[src/inc/mcb_defs.svh]
/*
 * mcb_defs.svh: offsets, field positions, reset values and cycle
 * counts of the instruction execution block.
 * assumes: included by bare name from the design files.
 */
`ifndef MCB_DEFS_SVH
`define MCB_DEFS_SVH

`define MCB_RST_PC     12'h000
`define MCB_PTR_BASE   8'h80
`define MCB_STK_DEPTH  6
`define MCB_STK_LAST   3'h5
`define MCB_REL_BIAS   12'h001
`define MCB_BT_BIAS    12'h002
`define MCB_F_PTRSEL   4
`define MCB_F_BITSET   4
`define MCB_F_MODE     3
`define MCB_CYC_CTRL   2
`define MCB_CYC_ALU    4
`define MCB_CYC_BT     5
`define MCB_INH_NOP    4'h0
`define MCB_INH_RET    4'h1
`define MCB_INH_RETURN_FROM_INTERRUPT   4'h2
`define MCB_INH_STOP   4'h3
`define MCB_INH_WAIT   4'h4
`define MCB_INH_COM    4'h5
`define MCB_INH_RLC    4'h6
`define MCB_INH_SLA    4'h7

`endif

[src/inc/mcb_pkg.sv]
/*
 * mcb_pkg: state, instruction class and ALU operation types.
 * assumes: nothing beyond the compile order.
 */
package mcb_pkg;
   typedef enum logic [5:0] {
      S_FETCH = 6'h01,
      S_BYTE2 = 6'h02,
      S_OPER  = 6'h04,
      S_BYTE3 = 6'h08,
      S_EXEC  = 6'h10,
      S_HALT  = 6'h20
   } mcb_state_t;

   typedef enum logic [2:0] {
      CL_REL, CL_BT, CL_BIT, CL_JMP, CL_ALU, CL_INH, CL_SD, CL_NOP
   } mcb_class_t;

   typedef enum logic [3:0] {
      A_ADD, A_AND, A_SUB, A_INC, A_DEC, A_COM, A_RLC, A_SLA, A_PASS
   } mcb_aluop_t;
endpackage

[src/mcb_alu.sv]
/*
 * mcb_alu: combinational 8-bit accumulator arithmetic and logic.
 * assumes: a is the accumulator, b the second operand; cin is the
 * current carry, passed through where carry is left alone.
 */
module mcb_alu
   import mcb_pkg::*;
(
   input  wire mcb_aluop_t op,
   input  wire logic [7:0] a,
   input  wire logic [7:0] b,
   input  wire logic       cin,
   output logic      [7:0] y,
   output logic            z,
   output logic            c
);
   logic [8:0] wide;

   always_comb begin
      wide = 9'h000;
      y    = a;
      c    = cin;
      case (op)
         A_ADD: begin
            wide = {1'b0, a} + {1'b0, b};
            y    = wide[7:0];
            c    = wide[8];
         end
         A_AND: begin
            y = a & b;
            c = 1'b0;
         end
         A_SUB: begin
            // carry reads as borrow
            wide = {1'b0, a} - {1'b0, b};
            y    = wide[7:0];
            c    = wide[8];
         end
         A_INC: y = b + 8'h01;
         A_DEC: y = b - 8'h01;
         A_COM: begin
            y = ~a;
            c = a[7];
         end
         A_RLC: begin
            y = {a[6:0], cin};
            c = a[7];
         end
         A_SLA: begin
            y = {a[6:0], 1'b0};
            c = a[7];
         end
         default: y = b;
      endcase
      z = (y == 8'h00);
   end
endmodule

[src/mcb_exec_unit.sv]
/*
 * mcb_exec_unit: fetch and execution of the arithmetic, branch, bit
 * and control instructions of the 8-bit core, with flags and stack.
 * assumes: program memory and data space answer combinationally in
 * the cycle the address is shown; pins wdgOption, wakeReq and irqReq
 * are asynchronous, irqVector is stable on this clock.
 */
// Notes on behaviour
// - add, and, compare and subtract use the accumulator and a data byte or an immediate.
// - invert, rotate through carry and shift left touch only the accumulator and set Z and C.
// - the four short branches test C set, C clear, Z set, Z clear in one byte, two cycles, flags kept.
// - the short branch displacement is 5-bit signed, reaching -15 to +16 from the branch.
// - bit test branches take an 8-bit signed displacement reaching -126 to +129.
// - branch_if_bit_clear jumps on a 0 bit, is 3 bytes and 5 cycles, copies the bit to C, keeps Z.
// - branch_if_bit_set jumps on a 1 bit, with the same length, timing and carry copy.
// - bit operations reach every bit of every data space byte.
// - bit set and bit_clear_op pick the bit by 3 bits, are 2 bytes, 4 cycles, flags kept.
// - long_jump and call carry a 12-bit target over the whole program space.
// - with the watchdog option a stop acts as wait; control ops are 1 byte, 2 cycles.
// - control ops steer run, wait and stop; only return_from_interrupt alters Z and C.
// - register-indirect ops pick pointer X or Y by opcode bit 4 and are one byte.
// - pointers and short-direct registers sit at 80h to 83h, reached in one byte.
module mcb_exec_unit
   import mcb_pkg::*;
(
   input  wire logic        clock,
   input  wire logic        nrst,
   output logic      [11:0] pmAddr,
   input  wire logic [7:0]  pmData,
   output logic      [7:0]  dsAddr,
   input  wire logic [7:0]  dsRdData,
   output logic      [7:0]  dsWrData,
   output logic             dsWe,
   input  wire logic        wdgOption,
   input  wire logic        wakeReq,
   input  wire logic        irqReq,
   input  wire logic [11:0] irqVector,
   output logic      [7:0]  accOut,
   output logic             flagZ,
   output logic             flagC,
   output logic             stopMode,
   output logic             waitMode,
   output logic             inIrq
);
`include "mcb_defs.svh"

   mcb_state_t state;
   mcb_class_t cls;
   mcb_class_t fetchCls;
   mcb_aluop_t aluOp;
   logic [2:0]  syncMeta;
   logic [2:0]  syncOut;
   logic        wdgS;
   logic        wakeS;
   logic        irqS;
   logic [11:0] pc;
   logic [11:0] instrPc;
   logic [11:0] stk [0:`MCB_STK_DEPTH-1];
   logic [2:0]  sp;
   logic [2:0]  spDec;
   logic [7:0]  opcode;
   logic [7:0]  byte2;
   logic [7:0]  byte3;
   logic [7:0]  acc;
   logic        tbit;
   logic        resZ;
   logic        resC;
   logic        savedZ;
   logic        savedC;
   logic        irqTake;
   logic        isImm;
   logic        isIncDec;
   logic        btTaken;
   logic [2:0]  bitSel;
   logic [7:0]  bitMask;
   logic [7:0]  aluB;
   logic [7:0]  aluY;
   logic        aluZ;
   logic        aluC;
   logic [11:0] sext5;
   logic [11:0] sext8;
   logic [11:0] jmpTgt;

   function automatic mcb_class_t classOf(input logic [7:0] op);
      if (!op[0])
         classOf = CL_REL;
      else if (op[2:0] == 3'h3)
         classOf = op[`MCB_F_MODE] ? CL_BIT : CL_BT;
      else if (op[2:0] == 3'h1)
         classOf = CL_JMP;
      else if (op[2:0] == 3'h7)
         classOf = (op[7:5] > 3'h5) ? CL_NOP : CL_ALU;
      else
         classOf = op[`MCB_F_MODE] ? CL_SD : CL_INH;
   endfunction

   function automatic logic relCond(input logic [1:0] t,
                                    input logic z, input logic c);
      case (t)
         2'h0:    relCond = !z;
         2'h1:    relCond = !c;
         2'h2:    relCond = z;
         default: relCond = c;
      endcase
   endfunction

   // pins are asynchronous to the core clock
   always_ff @(posedge clock) begin
      if (!nrst) begin
         syncMeta <= 3'h0;
         syncOut  <= 3'h0;
      end else begin
         syncMeta <= {irqReq, wakeReq, wdgOption};
         syncOut  <= syncMeta;
      end
   end
   assign wdgS  = syncOut[0];
   assign wakeS = syncOut[1];
   assign irqS  = syncOut[2];

   assign cls      = classOf(opcode);
   assign fetchCls = classOf(pmData);
   assign irqTake  = (state == S_FETCH) && irqS && !inIrq;
   assign isImm    = opcode[`MCB_F_MODE] && opcode[`MCB_F_PTRSEL];
   assign isIncDec = (cls == CL_SD) ||
                     (cls == CL_ALU && opcode[7:6] == 2'h2);
   // bit number sits reversed in opcode bits 7..5
   assign bitSel   = {opcode[5], opcode[6], opcode[7]};
   assign bitMask  = 8'h01 << bitSel;
   assign sext5    = {{7{opcode[7]}}, opcode[7:3]};
   assign sext8    = {{4{byte3[7]}}, byte3};
   assign jmpTgt   = {opcode[7:4], byte2};
   assign btTaken  = (tbit == opcode[`MCB_F_BITSET]);
   assign spDec    = (sp == 3'h0) ? `MCB_STK_LAST : sp - 3'h1;
   assign pmAddr   = pc;
   assign accOut   = acc;

   always_comb begin
      aluOp = A_PASS;
      if (cls == CL_ALU) begin
         case (opcode[7:5])
            3'h0:    aluOp = A_ADD;
            3'h1:    aluOp = A_AND;
            3'h2,
            3'h3:    aluOp = A_SUB;
            3'h4:    aluOp = A_INC;
            default: aluOp = A_DEC;
         endcase
      end else if (cls == CL_SD) begin
         aluOp = opcode[4] ? A_DEC : A_INC;
      end else if (cls == CL_INH) begin
         case (opcode[7:4])
            `MCB_INH_COM: aluOp = A_COM;
            `MCB_INH_RLC: aluOp = A_RLC;
            `MCB_INH_SLA: aluOp = A_SLA;
            default:      aluOp = A_PASS;
         endcase
      end
   end

   // immediate operand comes from the second byte, else data space
   assign aluB = (cls == CL_ALU && isImm) ? byte2 : dsRdData;

   mcb_alu u_alu (
      .op  (aluOp),
      .a   (acc),
      .b   (aluB),
      .cin (flagC),
      .y   (aluY),
      .z   (aluZ),
      .c   (aluC)
   );

   always_comb begin
      dsAddr = 8'h00;
      if (state == S_BYTE2 && cls == CL_ALU && !opcode[`MCB_F_MODE])
         dsAddr = `MCB_PTR_BASE | {7'h00, opcode[`MCB_F_PTRSEL]};
      else if (state == S_OPER || state == S_EXEC)
         dsAddr = byte2;
   end

   assign dsWe = (state == S_EXEC) && (cls == CL_BIT ||
                 (isIncDec && !(cls == CL_ALU && isImm)));

   always_ff @(posedge clock) begin
      if (!nrst) begin
         state    <= S_FETCH;
         stopMode <= 1'b0;
         waitMode <= 1'b0;
      end else begin
         case (state)
            S_FETCH: begin
               if (!irqTake) begin
                  if (fetchCls == CL_REL || fetchCls == CL_INH ||
                      fetchCls == CL_NOP)
                     state <= S_EXEC;
                  else
                     state <= S_BYTE2;
               end
            end
            S_BYTE2: state <= S_OPER;
            S_OPER:  state <= (cls == CL_BT) ? S_BYTE3 : S_EXEC;
            S_BYTE3: state <= S_EXEC;
            S_EXEC: begin
               state <= S_FETCH;
               if (cls == CL_INH) begin
                  if (opcode[7:4] == `MCB_INH_STOP) begin
                     state    <= S_HALT;
                     // watchdog keeps running, so stop becomes wait
                     stopMode <= !wdgS;
                     waitMode <= wdgS;
                  end else if (opcode[7:4] == `MCB_INH_WAIT) begin
                     state    <= S_HALT;
                     waitMode <= 1'b1;
                  end
               end
            end
            S_HALT: begin
               if (wakeS || irqS) begin
                  state    <= S_FETCH;
                  stopMode <= 1'b0;
                  waitMode <= 1'b0;
               end
            end
            default: state <= S_FETCH;
         endcase
      end
   end

   always_ff @(posedge clock) begin
      if (!nrst) begin
         pc      <= `MCB_RST_PC;
         instrPc <= `MCB_RST_PC;
         sp      <= 3'h0;
         inIrq   <= 1'b0;
      end else begin
         case (state)
            S_FETCH: begin
               if (irqTake) begin
                  stk[sp] <= pc;
                  sp      <= (sp == `MCB_STK_LAST) ? 3'h0 : sp + 3'h1;
                  pc      <= irqVector;
                  inIrq   <= 1'b1;
               end else begin
                  instrPc <= pc;
                  pc      <= pc + 12'h001;
               end
            end
            S_BYTE2: begin
               if (!(cls == CL_ALU && !opcode[`MCB_F_MODE]) &&
                   cls != CL_SD)
                  pc <= pc + 12'h001;
            end
            S_BYTE3: pc <= pc + 12'h001;
            S_EXEC: begin
               if (cls == CL_REL && relCond(opcode[2:1], flagZ, flagC))
                  pc <= instrPc + `MCB_REL_BIAS + sext5;
               else if (cls == CL_BT && btTaken)
                  pc <= instrPc + `MCB_BT_BIAS + sext8;
               else if (cls == CL_JMP) begin
                  if (!opcode[`MCB_F_MODE]) begin
                     stk[sp] <= pc;
                     sp <= (sp == `MCB_STK_LAST) ? 3'h0 : sp + 3'h1;
                  end
                  pc <= jmpTgt;
               end else if (cls == CL_INH &&
                            (opcode[7:4] == `MCB_INH_RET ||
                             opcode[7:4] == `MCB_INH_RETURN_FROM_INTERRUPT)) begin
                  sp <= spDec;
                  pc <= stk[spDec];
                  if (opcode[7:4] == `MCB_INH_RETURN_FROM_INTERRUPT)
                     inIrq <= 1'b0;
               end
            end
            default: pc <= pc;
         endcase
      end
   end

   always_ff @(posedge clock) begin
      if (!nrst) begin
         opcode   <= 8'h00;
         byte2    <= 8'h00;
         byte3    <= 8'h00;
         tbit     <= 1'b0;
         dsWrData <= 8'h00;
         resZ     <= 1'b0;
         resC     <= 1'b0;
      end else begin
         if (state == S_FETCH && !irqTake)
            opcode <= pmData;
         if (state == S_BYTE2) begin
            if (cls == CL_ALU && !opcode[`MCB_F_MODE])
               byte2 <= dsRdData;
            else if (cls == CL_SD)
               byte2 <= `MCB_PTR_BASE | {6'h00, opcode[6:5]};
            else
               byte2 <= pmData;
         end
         if (state == S_BYTE3)
            byte3 <= pmData;
         if (state == S_OPER) begin
            tbit <= |(dsRdData & bitMask);
            resZ <= aluZ;
            resC <= aluC;
            if (cls == CL_BIT)
               dsWrData <= opcode[`MCB_F_BITSET] ?
                           (dsRdData | bitMask) : (dsRdData & ~bitMask);
            else
               dsWrData <= aluY;
         end
      end
   end

   always_ff @(posedge clock) begin
      if (!nrst) begin
         acc    <= 8'h00;
         flagZ  <= 1'b0;
         flagC  <= 1'b0;
         savedZ <= 1'b0;
         savedC <= 1'b0;
      end else if (irqTake) begin
         savedZ <= flagZ;
         savedC <= flagC;
      end else if (state == S_EXEC) begin
         case (cls)
            CL_ALU: begin
               flagZ <= resZ;
               if (!isIncDec)
                  flagC <= resC;
               if (!isIncDec && opcode[7:5] != 3'h2)
                  acc <= dsWrData;
            end
            CL_SD:  flagZ <= resZ;
            CL_BT:  flagC <= tbit;
            CL_INH: begin
               if (aluOp != A_PASS) begin
                  acc   <= aluY;
                  flagZ <= aluZ;
                  flagC <= aluC;
               end else if (opcode[7:4] == `MCB_INH_RETURN_FROM_INTERRUPT) begin
                  flagZ <= savedZ;
                  flagC <= savedC;
               end
            end
            default: acc <= acc;
         endcase
      end
   end
endmodule

[config.mk]
export PLATFORM = sky130hd
export DESIGN_NAME = mcb_exec_unit
export DESIGN_NICKNAME = d
export VERILOG_FILES = /design/src/inc/mcb_pkg.sv /design/src/mcb_alu.sv /design/src/mcb_exec_unit.sv
export VERILOG_INCLUDE_DIRS = /design/src /design/src/inc
export SDC_FILE = /design/constraint.sdc
export NUM_CORES = 1
export LEC_CHECK = 0
export BUFFER_PORTS_ARGS = -buffer_cell sky130_fd_sc_hd__buf_2
export CAP_MARGIN = 30
export CORE_ASPECT_RATIO = 1.75
export CORE_MARGIN = 10
export CORE_UTILIZATION = 35
export CTS_BUF_LIST = sky130_fd_sc_hd__clkbuf_4
export DETAILED_ROUTE_END_ITERATION = 10
export SYNTH_ARGS = -nofsm -noshare
export SYNTH_HDL_FRONTEND = slang
export SYNTH_HIERARCHICAL = 1
export SYNTH_SLANG_ARGS = --single-unit
export TNS_END_PERCENT = 50
[constraint.sdc]
create_clock -name clock -period 8.1 [get_ports clock]
set_clock_uncertainty 0.05 [all_clocks]
set_input_delay 0.405 -clock clock [delete_from_list [all_inputs] [get_ports clock]]
set_output_delay 0.405 -clock clock [all_outputs]
set_load 0.02 [all_outputs]
==> results.cfg <==
[drt]
drtAntennaViolNets = 0
first_pass_iters = 6
vias_per_cell = 5.88
route.detailed.wl_per_inst_um = 22.6
first_iter_violations = 699
post-route-drc-count = 0
detail_route.wirelength_mm = 38.1
num_vias = 9890

[sta]
fmax_ghz = 0.180
relSlewSlack_pct = 31.2
hold_violations = 0
finalSetupViolations = 0
fin_tns_setup_ns = 0
period_share_pct = 68.5
grt_setup_unrepaired = no
timing_max_transition_violations_final = 0
final.min_clock_period_ns = 5.55
worstMarginPinSlew_ns = 1.03

[synthesis]
synth.yosys.seq_area_share_pct = 36.6
synth_fp_nets = 1314
synth_edf_count = 72
syn_avg_cell_area_um2 = 8.82
synthesis.area_um2 = 10800
synth.lib_cells_used.distinct = 94
synth-main-ff-cell = dfxtp_1
yosys_warnings = 6
post_synth_inst_count = 1223
synth_seq_cells = 161
async_reset_ff_share_pct = 0

[cells_and_area]
final_net_count = 1369
area.growth.synth_to_final_pct = 10.3
mostFrequentLayoutCells = 127 x nand2_1, 115 x nor2_1, 104 x a21oi_1, 89 x dfxtp_1, 76 x buf_2
finalCoreUtilization_pct = 38.9
mostFrequentLayoutCell = nand2_1
drive_gt1_share_pct = 14.0

[clock_network]
post_cts.repair.setup_buffers = 0
post_cts_hold_buffer_count = 13
cts_buffer_depth = 2
cts.repair.resized = 0
ctsHtreeMaxLevel = 4
cts.clk_slew.worst_paths_ns = 0.15
clk_latency_ns = 0.65
clk_root_buffer_cell = clkbuf_4
cts_tree = done
cts_buffers = 17
tritoncts_num_sinks = 161

[global_route]
grt_max_degree = 65
globalRouteTotalUtil_pct = 19.3
grt_pass1_wl_mm = 58.1
initial_antenna_violation_count = 1
vias_in_the_first_global_route = 9922
grt_remaining_overflow = 0

[place]
port_buffers = 74
place_congestion = 0.949
dp.final_hpwl_mm = 29.2

[critical_path]
crit_path_end_kind = flip-flop
crit_arrival_ns = 6.08
path_max_fanout = 35
kind_of_start_point_of_the_critical_path = flip-flop
required_arrival_time_at_the_worst_endpoint_ns = 8.63
crit_path_category = flip-flop to flip-flop

[power_and_ir_drop]
p_leak_nw = 4.58
power.density_cell_area_nw_per_um2 = 201
max-vdd-ir-drop_mv = 0.197

[floorplanning]
fp.dieW_um = 153
start_util_pct = 35.2
floorplan.die_area_um2 = 38500
io_pins = 75
floorplan.core_area_um2 = 30600
die_h_um = 252
std_cell_rows = 85

[run]
cap_viol_max_count = 0

[hold_path]
worstHoldPathType = input port to flip-flop

[status]
outcome = finished clean
-- cell usage after synthesis, drive strengths merged, types with 9 or more instances --
| library cell | n | share of area (%) |
|---|---|---|
| nand2 | 128 | 4.5 |
| nor2 | 117 | 4.1 |
| a21oi | 105 | 4.9 |
| dfxtp | 89 | 17 |
| edfxtp | 72 | 20 |
| o21ai | 62 | 2.9 |
| ha | 54 | 6.3 |
| mux2i | 54 | 5.0 |
| clkbuf | 45 | 1.6 |
| inv | 38 | 1.3 |
| nand3 | 38 | 1.8 |
| nor3 | 38 | 1.8 |
| a211oi | 30 | 2.2 |
| buf | 27 | 1.5 |
| a31oi | 25 | 1.4 |
| xnor2 | 20 | 1.6 |
| and2 | 18 | 1.1 |
| mux2 | 17 | 1.8 |
| nand2b | 17 | 0.99 |
| nor2b | 15 | 0.87 |
| xor2 | 13 | 1.1 |
| a21o | 11 | 0.77 |
| o211ai | 11 | 0.81 |
| a311oi | 10 | 0.93 |
| and3 | 10 | 0.58 |
| nor4 | 10 | 0.75 |
| o31ai | 9 | 0.67 |
-- flip-flops by register name, indices dropped and copies added (netlist names), 3 cells and up --
signal	count
accOut	8
syncOut	3
syncMeta	3
opcode	8
byte2	8
sp	3
byte3	8
dsWrData	8
instrPc	12
state	6
stk	72
pmAddr	12
-- cells by family (layout without fill, tap and decap cells) --
| family | Yosys count | in the layout | share of synthesized area, % |
|---|---|---|---|
| muxes | 75 | 75 | 7.62 |
| and+or+nand+nor | 444 | 444 | 20.6 |
| DFF | 161 | 161 | 36.6 |
| buffers and inverters | 110 | 176 | 4.40 |
| other | 0 | 1 | 0 |
| adders and majority gates | 59 | 59 | 7.10 |
| xor gates and xnor gates | 33 | 33 | 2.68 |
| AOI/OAI and AO/OA | 341 | 341 | 21.1 |
-- layout make-up --
class / instances / area (um^2)
Timing Repair Buffer: 108 / 668
Inverter: 38 / 143
Antenna cell: 1 / 2.50
Tap cell: 391 / 489
Clock buffer: 17 / 128
Multi-Input combinational cell: 952 / 6390
Fill cell: 3180 / 18700
Sequential cell: 161 / 3940
Clock inverter: 13 / 135
-- power breakdown --
group,internal [W],total (W),switching (W)
Combinational,0.000303,0.000813,0.000511
Clock,0.000155,0.000467,0.000312
Sequential,0.000942,0.00111,0.000165
Total,0.00140,0.00239,0.000987
-- layer usage --
metal / wire, um / track usage [%]
met5: 0 / 0
met4: 3140 / 15.6
met3: 1830 / 3.42
met2: 19800 / 35.3
met1: 13300 / 18.5
-- worst paths after layout --
kind / endpoint / start / cells past startpoint / slack, ns
worst min-delay path: opcode[3] / pmData[3] / 3 / 0.03
worst max register to register: flagZ / opcode[2] / 20 / 2.55
worst max-delay path: flagZ / opcode[2] / 20 / 2.55
worst min register to register: syncOut[1] / syncMeta[1] / 1 / 0.40
-- worst max-delay path, cell delays in order, from the launching register on --
cell and delay, ns:
dfxtp_1 0.78, nor2b_1 0.30, and3_1 0.56, a21boi_0 0.21, o22ai_2 0.12, buf_4 0.33
or4b_4 0.63, inv_2 0.15, xnor2_1 0.08, ha_1 0.24, nor4_1 0.39, o31ai_1 0.14
a31oi_1 0.21, xnor2_1 0.11, a211oi_1 0.24, o21ai_1 0.14, nor4_2 0.36, mux2i_1 0.10
o21ai_0 0.15, mux2i_1 0.09, nor2_1 0.09
-- stage by stage --
stage	hold WS (ns)	cell area (um^2)	std cells	setup WS, ns	power, W
floorplan	0.362	10800	1223	3.52	0.00162
global placement	0.372	11500	1632	2.73	0.00191
detailed placement	0.380	11500	1636	2.62	0.00192
CTS	0.00000172	11900	1679	2.58	0.00239
global route	0.0305	11900	1681	1.96	0.00252
finish	0.0325	11900	1681	2.55	0.00239
(Power assumes the default switching activity.)
